## config.mk

```make
export PLATFORM = sky130hd
export DESIGN_NAME = rx_gain_loop_carrier_sense
export DESIGN_NICKNAME = d
export VERILOG_FILES = /design/src/core/rx_gain_loop_carrier_sense.v
export VERILOG_INCLUDE_DIRS = /design/src /design/src/core
export SDC_FILE = /design/constraint.sdc
export NUM_CORES = 1
export LEC_CHECK = 0
export BUFFER_PORTS_ARGS = -buffer_cell sky130_fd_sc_hd__buf_2
export CAP_MARGIN = 0
export CORE_AREA = 2 2 139 141
export CTS_BUF_LIST = sky130_fd_sc_hd__clkbuf_2 sky130_fd_sc_hd__clkbuf_4 sky130_fd_sc_hd__clkbuf_8
export DETAILED_ROUTE_END_ITERATION = 7
export DIE_AREA = 0 0 141 143
export GPL_ROUTABILITY_DRIVEN = 0
export PLACE_DENSITY_LB_ADDON = 0.08
export SLEW_MARGIN = 10
export SYNTH_ARGS = -nofsm -noshare
export SYNTH_HDL_FRONTEND = slang
export SYNTH_SLANG_ARGS = --single-unit
```

## constraint.sdc

```tcl
create_clock -name clk -period 7 [get_ports clk]
set_input_delay 1.4 -clock clk [delete_from_list [all_inputs] [get_ports clk]]
set_output_delay 1.4 -clock clk [all_outputs]
set_load 0.005 [all_outputs]
```

## src/core/gain_loop_defines.vh

```
// Register map, field positions, reset values and limit constants for the gain loop
`ifndef GAIN_LOOP_DEFINES_VH
`define GAIN_LOOP_DEFINES_VH
`define REG_LIMITS_IDX 5'h1b
`define REG_SENSE_IDX 5'h1c
`define REG_STATUS_IDX 5'h1e
`define REG_MASK_IDX 5'h1f
`define REG_LEVEL_IDX 5'h1d
`define LIMITS_RESET 8'h03
`define SENSE_RESET 8'h40
`define DGAIN_HI 7
`define DGAIN_LO 6
`define FGAIN_HI 5
`define FGAIN_LO 3
`define GOAL_HI 2
`define GOAL_LO 0
`define ORDER_BIT 6
`define RISE_HI 5
`define RISE_LO 4
`define ABS_HI 3
`define ABS_LO 0
`define ABS_OFF 4'h8
`define DGAIN_STEPS 3'h7
`define FGAIN_MAX 8'had
`define SENSE_MASK 8'h7f
`define ST_CS_ON 0
`define ST_CS_OFF 1
`define ST_W 2
`endif

```

## src/core/rx_gain_loop_carrier_sense.v

```verilog
// Gain loop settings, gain steering and carrier sense with an Avalon-MM slave
`include "gain_loop_defines.vh"
`default_nettype none
module rx_gain_loop_carrier_sense (
	input wire clk,
	input wire rst_b,
	input wire clk_en,
	input wire [6:0] avs_address,
	input wire avs_read,
	input wire avs_write,
	input wire [31:0] avs_writedata,
	input wire [3:0] avs_byteenable,
	output reg [31:0] avs_readdata,
	output reg avs_waitrequest,
	input wire [7:0] amplitude_db,
	input wire amplitude_valid,
	output reg [2:0] digital_gain,
	output reg [1:0] first_amp_gain,
	output reg [1:0] second_amp_gain,
	output reg carrier_sense,
	output reg irq
);
	reg [7:0] limits_reg;
	reg [7:0] sense_reg;
	reg [1:0] status_reg;
	reg [1:0] mask_reg;
	reg [7:0] level_reg;
	reg [7:0] base_reg;
	reg ack_reg;
	wire [1:0] dgain_cap;
	wire [2:0] fgain_cap;
	wire [2:0] goal_code;
	wire order_first;
	wire [1:0] rise_code;
	wire [3:0] abs_code;
	wire [4:0] idx;
	wire wr_hit;
	wire rd_hit;

	assign dgain_cap = limits_reg[`DGAIN_HI:`DGAIN_LO];
	assign fgain_cap = limits_reg[`FGAIN_HI:`FGAIN_LO];
	assign goal_code = limits_reg[`GOAL_HI:`GOAL_LO];
	assign order_first = sense_reg[`ORDER_BIT];
	assign rise_code = sense_reg[`RISE_HI:`RISE_LO];
	assign abs_code = sense_reg[`ABS_HI:`ABS_LO];
	assign idx = avs_address[6:2];
	// Writes land on the edge where the master sees waitrequest low
	assign wr_hit = avs_write && ack_reg;
	assign rd_hit = avs_read && !ack_reg;

	// Target amplitude in dB
	function [7:0] goal_db;
		input [2:0] c;
		begin
			case (c)
			3'h0: goal_db = 8'h18;
			3'h1: goal_db = 8'h1b;
			3'h2: goal_db = 8'h1e;
			3'h3: goal_db = 8'h21;
			3'h4: goal_db = 8'h24;
			3'h5: goal_db = 8'h26;
			3'h6: goal_db = 8'h28;
			default: goal_db = 8'h2a;
			endcase
		end
	endfunction

	// Combined amplifier gain cap in tenths of a dB below maximum
	function [7:0] fcap_tenths;
		input [2:0] c;
		begin
			case (c)
			3'h0: fcap_tenths = 8'h00;
			3'h1: fcap_tenths = 8'h1a;
			3'h2: fcap_tenths = 8'h3d;
			3'h3: fcap_tenths = 8'h4a;
			3'h4: fcap_tenths = 8'h5c;
			3'h5: fcap_tenths = 8'h73;
			3'h6: fcap_tenths = 8'h92;
			default: fcap_tenths = 8'hab;
			endcase
		end
	endfunction

	// Combined gain of the amplifiers in tenths of a dB for a gain pair
	function [7:0] amp_loss;
		input [1:0] a;
		input [1:0] b;
		begin
			amp_loss = {2'h0, a, 4'h0} + {2'h0, b, 4'h0} +
				{4'h0, a, 2'h0} + {4'h0, b, 2'h0};
		end
	endfunction

	wire [7:0] goal = goal_db(goal_code);
	wire [2:0] dgain_top = `DGAIN_STEPS - {1'b0, dgain_cap};
	wire [7:0] fcap = fcap_tenths(fgain_cap);
	wire signed [8:0] abs_thr = $signed({1'b0, goal}) +
		$signed({{5{abs_code[3]}}, abs_code});
	wire abs_en = abs_code != `ABS_OFF;
	wire abs_hit = abs_en &&
		($signed({1'b0, level_reg}) >= abs_thr);
	reg [7:0] rise_db;
	always @* begin
		case (rise_code)
		2'h1: rise_db = 8'h06;
		2'h2: rise_db = 8'h0a;
		2'h3: rise_db = 8'h0e;
		default: rise_db = 8'h00;
		endcase
	end
	wire [8:0] rise_sum = {1'b0, base_reg} + {1'b0, rise_db};
	wire rise_hit = (rise_code != 2'h0) &&
		({1'b0, level_reg} >= rise_sum);
	wire cs_next = abs_hit || rise_hit;

	// Gain steering: one step per amplitude sample
	wire too_high = amplitude_valid && (amplitude_db > goal);
	wire too_low = amplitude_valid && (amplitude_db < goal);
	wire [7:0] loss_now = amp_loss(first_amp_gain, second_amp_gain);
	wire f_down_ok = first_amp_gain != 2'h0;
	wire s_down_ok = second_amp_gain != 2'h0;
	reg [2:0] dg_next;
	reg [1:0] fa_next;
	reg [1:0] sa_next;
	always @* begin
		dg_next = digital_gain;
		fa_next = first_amp_gain;
		sa_next = second_amp_gain;
		// Caps are walked down one step per sample so gains never jump
		if (amplitude_valid && digital_gain > dgain_top) begin
			dg_next = digital_gain - 3'h1;
		end else if (amplitude_valid && loss_now > (`FGAIN_MAX - fcap)) begin
			if (f_down_ok) begin
				fa_next = first_amp_gain - 2'h1;
			end else if (s_down_ok) begin
				sa_next = second_amp_gain - 2'h1;
			end
		end else if (too_high) begin
			if (order_first && f_down_ok) begin
				fa_next = first_amp_gain - 2'h1;
			end else if (!order_first && s_down_ok) begin
				sa_next = second_amp_gain - 2'h1;
			end else if (f_down_ok) begin
				fa_next = first_amp_gain - 2'h1;
			end else if (s_down_ok) begin
				sa_next = second_amp_gain - 2'h1;
			end else if (digital_gain != 3'h0) begin
				dg_next = digital_gain - 3'h1;
			end
		end else if (too_low) begin
			if (digital_gain < dgain_top) begin
				dg_next = digital_gain + 3'h1;
			end else if (second_amp_gain != 2'h3 &&
				amp_loss(first_amp_gain, second_amp_gain + 2'h1) <=
				(`FGAIN_MAX - fcap)) begin
				sa_next = second_amp_gain + 2'h1;
			end else if (first_amp_gain != 2'h3 &&
				amp_loss(first_amp_gain + 2'h1, second_amp_gain) <=
				(`FGAIN_MAX - fcap)) begin
				fa_next = first_amp_gain + 2'h1;
			end
		end
	end

	// Read mux
	reg [31:0] rd_data;
	always @* begin
		case (idx)
		`REG_LIMITS_IDX: rd_data = {24'h0, limits_reg};
		`REG_SENSE_IDX: rd_data = {24'h0, sense_reg & `SENSE_MASK};
		`REG_LEVEL_IDX: rd_data = {24'h0, level_reg};
		`REG_STATUS_IDX: rd_data = {30'h0, status_reg};
		`REG_MASK_IDX: rd_data = {30'h0, mask_reg};
		default: rd_data = 32'h0;
		endcase
	end

	wire cs_rise = cs_next && !carrier_sense;
	wire cs_fall = !cs_next && carrier_sense;
	wire clr_hit = wr_hit && idx == `REG_STATUS_IDX && avs_byteenable[0];
	wire [1:0] clr_bits = clr_hit ? avs_writedata[1:0] : 2'h0;
	wire [1:0] set_bits = {cs_fall, cs_rise};
	wire [1:0] status_next = (status_reg & ~clr_bits) | set_bits;

	always @(posedge clk or negedge rst_b) begin
		if (!rst_b) begin
			limits_reg <= `LIMITS_RESET;
			sense_reg <= `SENSE_RESET;
			status_reg <= 2'h0;
			mask_reg <= 2'h0;
			level_reg <= 8'h0;
			base_reg <= 8'h0;
			ack_reg <= 1'b0;
			avs_readdata <= 32'h0;
			avs_waitrequest <= 1'b1;
			digital_gain <= 3'h7;
			first_amp_gain <= 2'h3;
			second_amp_gain <= 2'h3;
			carrier_sense <= 1'b0;
			irq <= 1'b0;
		end else if (clk_en) begin
			ack_reg <= (avs_read || avs_write) && !ack_reg;
			avs_waitrequest <= !((avs_read || avs_write) && !ack_reg);
			if (rd_hit) begin
				avs_readdata <= rd_data;
			end
			if (wr_hit && avs_byteenable[0]) begin
				case (idx)
				`REG_LIMITS_IDX: limits_reg <= avs_writedata[7:0];
				`REG_SENSE_IDX: sense_reg <= avs_writedata[7:0] &
					`SENSE_MASK;
				`REG_MASK_IDX: mask_reg <= avs_writedata[1:0];
				default: ;
				endcase
			end
			status_reg <= status_next;
			irq <= |(status_next & mask_reg);
			if (amplitude_valid) begin
				level_reg <= amplitude_db;
				if (!carrier_sense) begin
					base_reg <= level_reg;
				end
			end
			digital_gain <= dg_next;
			first_amp_gain <= fa_next;
			second_amp_gain <= sa_next;
			carrier_sense <= cs_next;
		end
	end
endmodule // rx_gain_loop_carrier_sense
`default_nettype wire

```

# Word level (Yosys, flattened, before mapping)
# Cells that the tools add are included.
[totals] regBits=78 input_bits=57
[op_classes] add_sub_neg=19 n_lt_le_gt_ge=9 n_eq_ne=33 n_mux=33 n_bitwise=6 n_reduce_logical=46
[op_table] cell="8-bit one-hot mux with 7 select lines" n=1
[op_table] cell="6-bit one-hot mux with 7 select lines" n=1
[op_table] cell="8-bit one-hot mux with 5 select lines" n=1
[op_table] cell="2-bit two-way mux" n=19
[op_table] cell="7-bit by 4-bit adder with 8-bit output" n=4
[op_table] cell="3-bit two-way mux" n=10
[op_table] cell="5-bit == test (second input constant)" n=5
[op_table] cell="8-bit by 4-bit adder with 8-bit output" n=3
[op_table] cell="6-bit by 6-bit adder with 7-bit output" n=3
[op_table] cell="3-bit == test (second input constant)" n=6
[op_table] cell="1-bit logical AND" n=18
[op_table] cell="3-bit nonzero test" n=6
[op_table] cell="8-bit > comparator" n=2
[op_table] cell="8-bit <= comparator" n=2
[op_table] cell="3-bit != test (second input constant)" n=5
[op_table] cell="3-bit by 2-bit == test with 1-bit output (second input constant)" n=4
[op_table] cell="4-bit one-hot mux with 3 select lines" n=1
[op_table] cell="3-bit AND reduction" n=4
[op_table] cell="8-bit by 8-bit adder with 9-bit output" n=1
[op_table] cell="8-bit by 9-bit >= comparator with 1-bit output" n=1
[op_table] cell="9-bit >= comparator" n=1
[op_table] cell="9-bit AND reduction" n=1
[op_table] cell="8-bit < comparator" n=1
[op_table] cell="4-bit != test (second input constant)" n=2
[op_table] cell="26 further kinds" n=44

# Longest topological paths before layout
# Gate-level depths: netlist of run 1.
[logic_depth] ltp_word=12 depth_mapped=17

# Worst setup path before layout of run 1
# OpenSTA, ideal clock, no wires.
[synth_path] path_type="register to register" start="register limits_reg[1]" end="register status_reg[1]" arrival_time_ns=3.392 path_slack_ns=3.471 stages_incl_launch_ff=17 n_path_buf=0 cell_sequence="dfstp_2 nor2b_1 xnor2_1 fa_1 a21o_1 a21oi_1 o21bai_1 a21oi_1 xor2_1 ha_1 o21a_1 o21a_1 o22a_1 and3_1 o31a_1 a21oi_1 a21oi_1"
[synth_via] elab_chain_cells=9
[synth_rtl] element="start: declaration" line="rx_gain_loop_carrier_sense.v:23" source="reg [7:0] limits_reg;"
[synth_rtl] element="start signal: assignment" line="rx_gain_loop_carrier_sense.v:188" source="limits_reg <= `LIMITS_RESET;"
[synth_rtl] element="start signal: assignment" line="rx_gain_loop_carrier_sense.v:210" source="`REG_LIMITS_IDX: limits_reg <= avs_writedata[7:0];"
[synth_rtl] element="3-bit == test, or another cell as far along" line="rx_gain_loop_carrier_sense.v:55" source="case (c)"
[synth_rtl] element="6-bit one-hot mux with 7 select lines (*)" line="rx_gain_loop_carrier_sense.v:55"
[synth_rtl] element="7-bit by 4-bit adder with 8-bit output (*)" line="rx_gain_loop_carrier_sense.v:98" source="wire signed [8:0] abs_thr = $signed({1'b0, goal}) +"
[synth_rtl] element="9-bit >= comparator (*)" line="rx_gain_loop_carrier_sense.v:102" source="($signed({1'b0, level_reg}) >= abs_thr);"
[synth_rtl] element="1-bit logical AND (*)" line="rx_gain_loop_carrier_sense.v:101" source="wire abs_hit = abs_en &&"
[synth_rtl] element="1-bit logical OR (*)" line="rx_gain_loop_carrier_sense.v:115" source="wire cs_next = abs_hit || rise_hit;"
[synth_rtl] element="1-bit logical NOT (*)" line="rx_gain_loop_carrier_sense.v:180" source="wire cs_fall = !cs_next && carrier_sense;"
[synth_rtl] element="1-bit logical AND (*)" line="rx_gain_loop_carrier_sense.v:180"
[synth_rtl] element="2-bit OR (*)" line="rx_gain_loop_carrier_sense.v:184" source="wire [1:0] status_next = (status_reg & ~clr_bits) | set_bits;"
[synth_rtl] element="end signal: assignment" line="rx_gain_loop_carrier_sense.v:217" source="status_reg <= status_next;"
[synth_rtl] element="end: declaration" line="rx_gain_loop_carrier_sense.v:25" source="reg [1:0] status_reg;"
# Every way passes the cells marked *; elsewhere a longest branch is shown, timed or not.
# A chain may end at the register's enable or synchronous reset.

# Worst setup path after layout of run 1
[layout_path] start="register limits_reg[1]" end="register status_reg[0]"
[layout_via] elab_chain_cells=8
[layout_rtl] element="3-bit == test, or another cell as far along" line="rx_gain_loop_carrier_sense.v:55"
[layout_rtl] element="6-bit one-hot mux with 7 select lines (*)" line="rx_gain_loop_carrier_sense.v:55"
[layout_rtl] element="7-bit by 4-bit adder with 8-bit output (*)" line="rx_gain_loop_carrier_sense.v:98"
[layout_rtl] element="9-bit >= comparator (*)" line="rx_gain_loop_carrier_sense.v:102"
[layout_rtl] element="1-bit logical AND (*)" line="rx_gain_loop_carrier_sense.v:101"
[layout_rtl] element="1-bit logical OR (*)" line="rx_gain_loop_carrier_sense.v:115"
[layout_rtl] element="1-bit logical AND (*)" line="rx_gain_loop_carrier_sense.v:179" source="wire cs_rise = cs_next && !carrier_sense;"
[layout_rtl] element="2-bit OR (*)" line="rx_gain_loop_carrier_sense.v:184"
# Marked as above.

==> summary.md, run 1 <==
By area, the combinational part of the netlist is dominated by adder cells. Number of top-level pins: 99. TritonCTS built the clock tree. The tool flagged a number of max-cap violations equal to 0. The count of nets left with antenna violations after detail routing is 0.

Clock skew on the completed layout was measured at 0.01951 ns. Adding up every negative setup slack in the final design gives 0 ns. The cell that appears most often on the critical path is sky130_fd_sc_hd__a21oi_1. During placement, the flow inserted port buffers numbering 45.

Of all nets on the critical path, the largest fanout is 6. In the synthesized netlist, the cells that appear most often are sky130_fd_sc_hd__ha_1, sky130_fd_sc_hd__dfrtp_1, sky130_fd_sc_hd__inv_1. The worst hold path belongs to the class flip-flop to flip-flop.

The top routing layer in use was met4. Category of the most critical setup path: flip-flop to flip-flop. Area share of and/or/nand/nor cells after synthesis: 0.1186. The run finished with clean final reports. Leaving out filler cells and counting taps, the final layout contains 765.

The tools report the initial antenna violation count as 0. For the initial standard-cell utilization of the core, the log shows 0.2475. The proportion of synthesized area in mux cells came out at 0.07483.

The placed instances occupy a cell area of 5025 um2. The share of the synthesized area in the top cell type is 0.2340, and the synthesized-area fraction occupied by ao, oa, aoi and oai cells is 0.1891. The arrival time of the worst setup path came out at 4.32 ns. The number of placement rows came out at 50. Clock input transition at the sequential cells of the worst setup and hold paths: 0.11 ns.

Kind of start point of the critical path: a flip-flop. The worst hold path begins at avs_readdata[3]. The count of state elements after synthesis was 54.

Setup repair after global routing left no endpoint under its margin. STA classifies the critical path endpoint as a flip-flop. Yosys instantiated no cell more often than sky130_fd_sc_hd__ha_1. Counting every instance in the synthesized netlist gives 484.

After global routing the overflow that remains totals 0. The worst-case headroom to the max-slew limit came out at 0.2667. Once layout is done, the placed cells without fillers occupy 5120 um2. The root buffer cell chosen for the clock tree is sky130_fd_sc_hd__clkbuf_8. The number of violations reported at the end of detailed-routing iteration 0 is 136. At the pin with the least slew margin, the transition time is 1.091 ns. Post-synthesis adder-cell area fraction: 0.2014.

The total core area was 18580 um2; the number of iterations in the first detailed-routing pass was 4. The wire length after detailed routing is 12990 um, and the layout cell share with drive strength beyond 1 is 0.1940. The run gives 6102 um as the met2 wire length. The post-synthesis share of cell area spent on xor and xnor gates is 0.04000, and the final core utilization is 0.2756. The layout filler cell count was 1989. The maximum number of pins on one net before global-route repair is 55, and the cell depth of the worst min-delay path is 2. For the finished layout, the period the worst path requires is 4.055 ns. Share of the clock period used by the worst path after layout: 0.5792.

In the synthesized netlist the dominant register cell turns out to be sky130_fd_sc_hd__dfrtp_1. Detailed placement ended at an HPWL of 10380 um. The routed layout has 3665 vias. The detailed router put a total of 6204 um of wire on met1.

The synthesized netlist occupies a cell area of 4598 um2. The register-to-register path setup slack was 2.95 ns; the count of instances resized after the clock tree is built was 0. The net count of the finished layout is 658.

The slowest stage of the critical path belongs to the cell sky130_fd_sc_hd__dfstp_2. The number of buffer and inverter instances along the worst setup path is 0. The horizontal die dimension is 141 um, and the peak ir drop on the vdd network is 0.08481 mV. On the critical path the largest part of the delay comes from compound AO/OA/AOI/OAI gates. The worst flop-to-flop path startpoint was limits_reg[1]. The logs give 0.2969 for the share of the yosys chip area belonging to registers and 1.496 mW for the post-layout total power. Stage delay of the slowest cell on the critical path: 0.61 ns. The clock net in this run drives a total of 54 sinks. For the worst setup path, the data required time is 7.26 ns. Number of distinct library cell variants in the gate-level netlist after synthesis: 60. After detailed routing, the average wire length per cell comes to 16.98 um. The areal power density over the cells is 292.3 nW/um2.

Using the TritonRoute via totals, the vias-per-cell ratio works out to 4.791. For this design the static power due to leakage is 2.464 nW. For this run, design rule violations remaining after detail routing come to 0.

The tools report the number of global-route vias before repair as 3668. The logs give 0 for the final count of negative-setup-slack endpoints and 5 for the number of buffers added by the clock tree synthesis step. After detailed placement, the design holds a cell count of 757. The number of synthesized flops with an enable pin was 0. The logs give 0.2466 GHz for the maximum clock frequency and 457 um for the met3 wirelength from detailed routing. The number of failing hold endpoints at the final stage is 0. The overall die area was 20160 um2. At the later pin of the worst-skew pair, clock insertion delay measures 0.34 ns. The area added between synthesis and finish was 11.35%.

The tools report the post-cts hold buffer count as 0. The final count of pins violating max slew was 0. Walking the worst path, the cells encountered are nor2b_1 -> xnor2_1 -> fa_1 -> a21o_1 -> a21oi_1 -> o21bai_1 -> a21oi_1 -> xor2_1 -> ha_1 -> a22oi_1 -> o211ai_1 -> o22a_1 -> and3_1 -> o31ai_1 -> a21oi_1 -> a21oi_1. The wire length of the first global-routing pass was 20530 um. The clock tree synthesis step divided the H-tree into 2 levels. The share of synthesized registers carrying an async set or reset came out at 1.000. Cell taking the most area after synthesis: sky130_fd_sc_hd__dfrtp_1.

In this run the critical register-to-register path is captured at status_reg[0]. The clock passes through at most 2 buffers. For the Yosys warning count, the log shows 0. The die span in y was 143 um. The worst hold path endpoint is avs_readdata[3]. For the worst flop-to-flop path, the logic depth is 16. The average cell area after synthesis was 9.500 um2. The number of setup buffers added after CTS came out at 0.

The logs give 0 for the count of antenna diodes in the layout and 0.1337 for the overall track demand over capacity in global routing. Ranked by total cell area, the synthesized netlist is headed by sky130_fd_sc_hd__dfrtp_1, sky130_fd_sc_hd__ha_1, sky130_fd_sc_hd__mux2_2.
-- where the power goes --
part / switching (mW) / internal, mW / total [mW]
registers: 0.0808 / 0.383 / 0.464
logic: 0.445 / 0.385 / 0.829
clock network: 0.119 / 0.0843 / 0.203
-- cell families (layout without fill, tap and decap cells) --
group,after synthesis,count (layout)
AND/OR/NAND/NOR,106,106
XOR/XNOR,21,21
multiplexers,31,31
AO/OA/AOI/OAI,128,128
buffers and inverters,72,96
adder cells (fa/ha/maj),71,71
flip-flops,54,54
other,1,24
-- per-layer routing --
layer,global-route usage,vias up
met2,0.2223,73
met4,0.03684,0
li1,-,1802
met5,0,-
met3,0.02280,10
met1,0.1798,1780
-- worst max-delay path by stage --
stage / startpoint / end / slack, ns / depth (start not counted)
after global placement: limits_reg[1] / status_reg[0] / 2.99 / 16
after global routing: limits_reg[1] / status_reg[1] / 2.57 / 16
after CTS: limits_reg[1] / status_reg[0] / 2.91 / 15
final: limits_reg[1] / status_reg[0] / 2.95 / 16
after detailed placement: limits_reg[1] / status_reg[0] / 2.95 / 15
after floorplan: limits_reg[1] / status_reg[1] / 3.47 / 16
-- cell type report --
class | count | area [um2] | share of cell area
repair buffers | 49 | 255.2 | 0.04985
clock buffers | 7 | 90.09 | 0.01760
multi-input cells | 381 | 2965 | 0.5792
clock inverters | 1 | 5.005 | 0.0009775
well taps | 234 | 292.8 | 0.05718
inverters | 39 | 146.4 | 0.02859
flip-flops and latches | 54 | 1365 | 0.2666
-- metrics by stage --
stage | setup slack (ns) | hold WS (ns)
after floorplan | 3.471 | 0.4538
after global placement | 2.988 | 0.4681
after detailed placement | 2.954 | 0.4697
after CTS | 2.913 | 0.5058
after global routing | 2.573 | 0.5279
final | 2.945 | 0.4994
-- worst register-to-register path: stages, from the launching register on --
cell and delay [ns]:
sky130_fd_sc_hd__dfstp_2 0.61, sky130_fd_sc_hd__nor2b_1 0.26, sky130_fd_sc_hd__xnor2_1 0.18, sky130_fd_sc_hd__fa_1 0.44, sky130_fd_sc_hd__a21o_1 0.18, sky130_fd_sc_hd__a21oi_1 0.23
sky130_fd_sc_hd__o21bai_1 0.09, sky130_fd_sc_hd__a21oi_1 0.17, sky130_fd_sc_hd__xor2_1 0.17, sky130_fd_sc_hd__ha_1 0.28, sky130_fd_sc_hd__a22oi_1 0.17, sky130_fd_sc_hd__o211ai_1 0.11
sky130_fd_sc_hd__o22a_1 0.21, sky130_fd_sc_hd__and3_1 0.21, sky130_fd_sc_hd__o31ai_1 0.38, sky130_fd_sc_hd__a21oi_1 0.13, sky130_fd_sc_hd__a21oi_1 0.15
-- cells in the final DEF, fill, tap and decap left out, types with 4 or more instances in the layout --
| cell type | netlist | layout |
|---|---|---|
| sky130_fd_sc_hd__o21ai_1 | 4 | 4 |
| sky130_fd_sc_hd__a22oi_1 | 4 | 4 |
| sky130_fd_sc_hd__o21ai_0 | 29 | 29 |
| sky130_fd_sc_hd__dfstp_2 | 11 | 11 |
| sky130_fd_sc_hd__xor2_1 | 6 | 6 |
| sky130_fd_sc_hd__inv_1 | 39 | 39 |
| sky130_fd_sc_hd__a222oi_1 | 5 | 5 |
| sky130_fd_sc_hd__xnor2_1 | 15 | 15 |
| sky130_fd_sc_hd__a21o_1 | 15 | 15 |
| sky130_fd_sc_hd__a21oi_1 | 26 | 26 |
| sky130_fd_sc_hd__nor2_1 | 14 | 14 |
| sky130_fd_sc_hd__nand4_1 | 8 | 8 |
| sky130_fd_sc_hd__nand2_1 | 36 | 36 |
| sky130_fd_sc_hd__ha_1 | 66 | 66 |
| sky130_fd_sc_hd__nor3_1 | 7 | 7 |
| sky130_fd_sc_hd__o21a_1 | 7 | 7 |
| sky130_fd_sc_hd__buf_4 | 24 | 4 |
| sky130_fd_sc_hd__mux2_2 | 27 | 27 |
| sky130_fd_sc_hd__clkbuf_8 | 0 | 6 |
| sky130_fd_sc_hd__nor3b_1 | 5 | 5 |
| sky130_fd_sc_hd__mux2i_1 | 4 | 4 |
| sky130_fd_sc_hd__fa_1 | 5 | 5 |
| sky130_fd_sc_hd__dfrtp_1 | 43 | 43 |
| sky130_fd_sc_hd__nor2b_1 | 5 | 5 |
| sky130_fd_sc_hd__a211oi_1 | 4 | 4 |
| sky130_fd_sc_hd__buf_2 | 0 | 45 |
| sky130_fd_sc_hd__conb_1 | 1 | 24 |
| sky130_fd_sc_hd__nand3_1 | 12 | 12 |
(Power assumes the default switching activity.)
==> inputs of run 2 (changes only) <==
==> constraint.sdc (replaced) <==
create_clock -name clk -period 3.7 [get_ports clk]
set_input_delay 0.74 -clock clk [delete_from_list [all_inputs] [get_ports clk]]
set_output_delay 0.74 -clock clk [all_outputs]
set_load 0.005 [all_outputs]
==> summary.md, run 2 (synthesis results as in run 1) <==
The flow ran to the end, and the final reports show no timing, DRC or antenna violations. For the final count of pins violating max slew, the log shows 0 (unchanged). Setup repair after global routing could not meet its margin everywhere.

For the via total after detailed routing, the log shows 3841 (+4.8%). The number of iterations in the first detailed-routing pass was 4 (unchanged); the share of total power consumed by net switching was 0.4327 (+0.002195). The run gives 0.2776 GHz (+13%) as the maximum clock frequency. The clock input transition at the sequential cells of the worst setup and hold paths is 0.11 ns (about the same). Final count of negative-setup-slack endpoints: 0 (unchanged). The maximum number of pins on one net before global-route repair was 40 (-27%).

Among all stages on the critical path, the largest delay is contributed by sky130_fd_sc_hd__dfstp_2. The power share of the combinational group was 0.582 (+0.028). For the internal portion of total power, the log shows 1.686 mW (+98%). The share of the clock period used by the worst path after layout is 0.9737 (+0.3944). Most common library cell in the layout ignoring fill and taps: sky130_fd_sc_hd__ha_1. The count of placed standard cells in the final layout, fillers left out was 800 (+4.6%).

From synthesis to final layout, the design area changed by 19.13%. The final core utilization is 0.2948 (+0.01926). The tools report the number of top-level pins as 99 (unchanged). The number of violations reported at the end of detailed-routing iteration 0 was 144 (+5.9%); the layout cell share with drive strength beyond 1 was 0.2774 (+0.08341).

Minimum setup slack after placement: -0.2168 ns (-3.170 ns). The clock latency on the worst-skew pair was 0.34 ns (about the same); the average detailed-routed wire length per instance was 17.10 um (+0.72%). The category of the most critical setup path is flip-flop to flip-flop. The minimum clock period was 3.603 ns (-0.4521 ns); the worst clock skew was 0.006950 ns (-0.01256 ns).

Worst-case headroom to the max-slew limit: 0.3429 (+0.07611). The static power due to leakage was 2.629 nW (+6.7%). The run gives 0 ns (unchanged) as the accumulated negative setup slack. The net switching component of the power is 1.286 mW (+100%), and the layout filler cell count is 1972 (-0.85%).

The die span in y is 143 um (unchanged). The count of maximum capacitance violations is 0 (unchanged), and the quantity of I/O buffers inserted on ports is 45 (unchanged). The arrival time of the worst setup path is 3.82 ns (-0.50 ns).

The largest fanout of any net on the critical path is 3 (-3), and the post-cts hold buffer count is 0 (unchanged). For the final hold slack, the log shows 0.5006 ns (+0.001200 ns). The initial standard-cell utilization of the core was 0.2475 (unchanged); the horizontal die dimension was 141 um (unchanged).

The maximum buffer depth of the clock tree was 2 (unchanged); the number of failing hold endpoints at the final stage was 0 (unchanged). The placed cell area is 5273 um2 (+4.9%), and the post-layout total power is 2.972 mW (+99%). The tools report the number of buffers added by the clock tree synthesis step as 5 (unchanged).

The logs give 2 (unchanged) for the H-tree depth reported by CTS and 693 (+5.3%) for the total number of nets in the final design. The overall die area was 20160 um2 (unchanged); the number of global-route vias before repair was 3825 (+4.3%). The logs give 18580 um2 (unchanged) for the total core area and 0 (unchanged) for the DRC violations left. The tools report the peak ir drop on the vdd network as 0.2010 mV (+140%). The tree is rooted in a sky130_fd_sc_hd__clkbuf_8. The number of placement rows was 50 (unchanged); the overall track demand over capacity in global routing was 0.1396 (+0.005879).

The total overflow reported by the global router was 0 (unchanged); the portion of total power attributed to the clock network was 0.130 (-0.006). In the layout the commonest cells are sky130_fd_sc_hd__ha_1, sky130_fd_sc_hd__buf_2, sky130_fd_sc_hd__dfrtp_1. The initial antenna violation count is 0 (unchanged), and the wire length after detailed routing is 13680 um (+5.3%). The CTS sink count is 54 (unchanged), and the count of antenna diodes in the layout is 0 (unchanged).

The logs give 0 (unchanged) for the count of nets left with antenna violations after detail routing and 5478 um2 (+7.0%) for the final non-filler cell area. The required time of the critical path is 3.92 ns (-3.34 ns), and the total placed cells including tap cells is 790 (+4.4%). The slew of the pin with the lowest slew margin was 0.9857 ns (-0.1058 ns).

The areal power density over the cells was 542.6 nW/um2 (+86%); the detailed placement HPWL was 10980 um (+5.7%). For the sequential power share, the log shows 0.288 (-0.022). The average via count per standard cell is 4.801 (+0.22%). Walking the worst path, the cells encountered are nor2b_4 -> xnor2_2 -> fa_2 -> a21o_1 -> a21oi_2 -> o21bai_1 -> a21oi_2 -> xor2_1 -> ha_1 -> o21a_1 -> o21a_1 -> o22a_1 -> and3_4 -> o31a_1 -> a21oi_2 -> a21oi_1. TritonCTS built the clock tree. The most frequent cell on the critical path is sky130_fd_sc_hd__a21oi_2.

The stage delay of the slowest cell on the critical path was 0.55 ns (-0.06 ns). The worst setup path is launched from a flip-flop. The run gives 0.1 ns (-2.85 ns) as the register-to-register path setup slack.

STA classifies the critical path endpoint as a flip-flop. The tools report the setup slack of the critical path after layout as 0.09742 ns (-2.848 ns). In this run the worst hold path is classified as flip-flop to flip-flop.

The wire length of the first global-routing pass is 21400 um (+4.3%).
[run 2: changes by cell type in the layout (fill, tap and decap cells not counted), moves of 2 or more]
cell / delta
sky130_fd_sc_hd__ha_4: +2
sky130_fd_sc_hd__buf_4: +35
sky130_fd_sc_hd__ha_1: -2
sky130_fd_sc_hd__a21oi_2: +6
sky130_fd_sc_hd__a21oi_1: -6
sky130_fd_sc_hd__a211oi_2: +2
sky130_fd_sc_hd__a211oi_1: -2
[run 2: layout make-up]
| cell class | instances | area [um2] | share of cell area |
|---|---|---|---|
| inverters | 39 | 146.4 | 0.02672 |
| clock buffers | 6 | 82.58 | 0.01508 |
| multi-input cells | 381 | 3059 | 0.5585 |
| clock inverters | 2 | 12.51 | 0.002284 |
| repair buffers | 84 | 518.0 | 0.09456 |
| flip-flops and latches | 54 | 1366 | 0.2494 |
| well taps | 234 | 292.8 | 0.05345 |
[run 2: path summary, 6_finish.rpt]
kind	end	cells after the start	startpoint
worst max-delay path	status_reg[1]	16	limits_reg[1]
worst min-delay path	base_reg[0]	2	base_reg[0]
worst max register to register	status_reg[1]	16	limits_reg[1]
worst min register to register	base_reg[0]	2	base_reg[0]
max in group asynchronous	limits_reg[5]	2	rst_b
min in group asynchronous	status_reg[1]	1	rst_b
[run 2: repair_timing]
| action | 4_1_cts | 5_1_grt |
|---|---|---|
| buffers inserted | 0 | 3 |
| cloned | 0 | 0 |
| hold endpoints to repair | 0 | 0 |
| setup endpoints to repair | 4 | 6 |
| resized for setup | 8 | 13 |
| pin swaps | 1 | 12 |
[run 2: power groups by stage]
stage / clock [mW] / sequential [mW] / combinational, mW
after global routing: 0.440 / 0.876 / 1.98
after floorplan: 0 / 0.840 / 1.21
after CTS: 0.412 / 0.863 / 1.69
after detailed placement: 0 / 0.873 / 1.67
after global placement: 0 / 0.872 / 1.62
final: 0.388 / 0.855 / 1.73
[run 2: layer usage]
| metal | share of wire | track usage | vias up |
|---|---|---|---|
| met4 | 0.019 | 0.04316 | 0 |
| met1 | 0.48 | 0.1845 | 1887 |
| li1 | - | - | 1873 |
| met2 | 0.48 | 0.2352 | 68 |
| met3 | 0.026 | 0.02213 | 13 |
| met5 | 0 | 0 | - |
[run 2: critical path, delay by kind of cell, from the launching register on]
family	cells	cell delay (ns)
simple gates	2	0.38
compound gates	10	1.64
fa+ha+maj	2	0.65
xor+xnor	2	0.28
flops	1	0.55
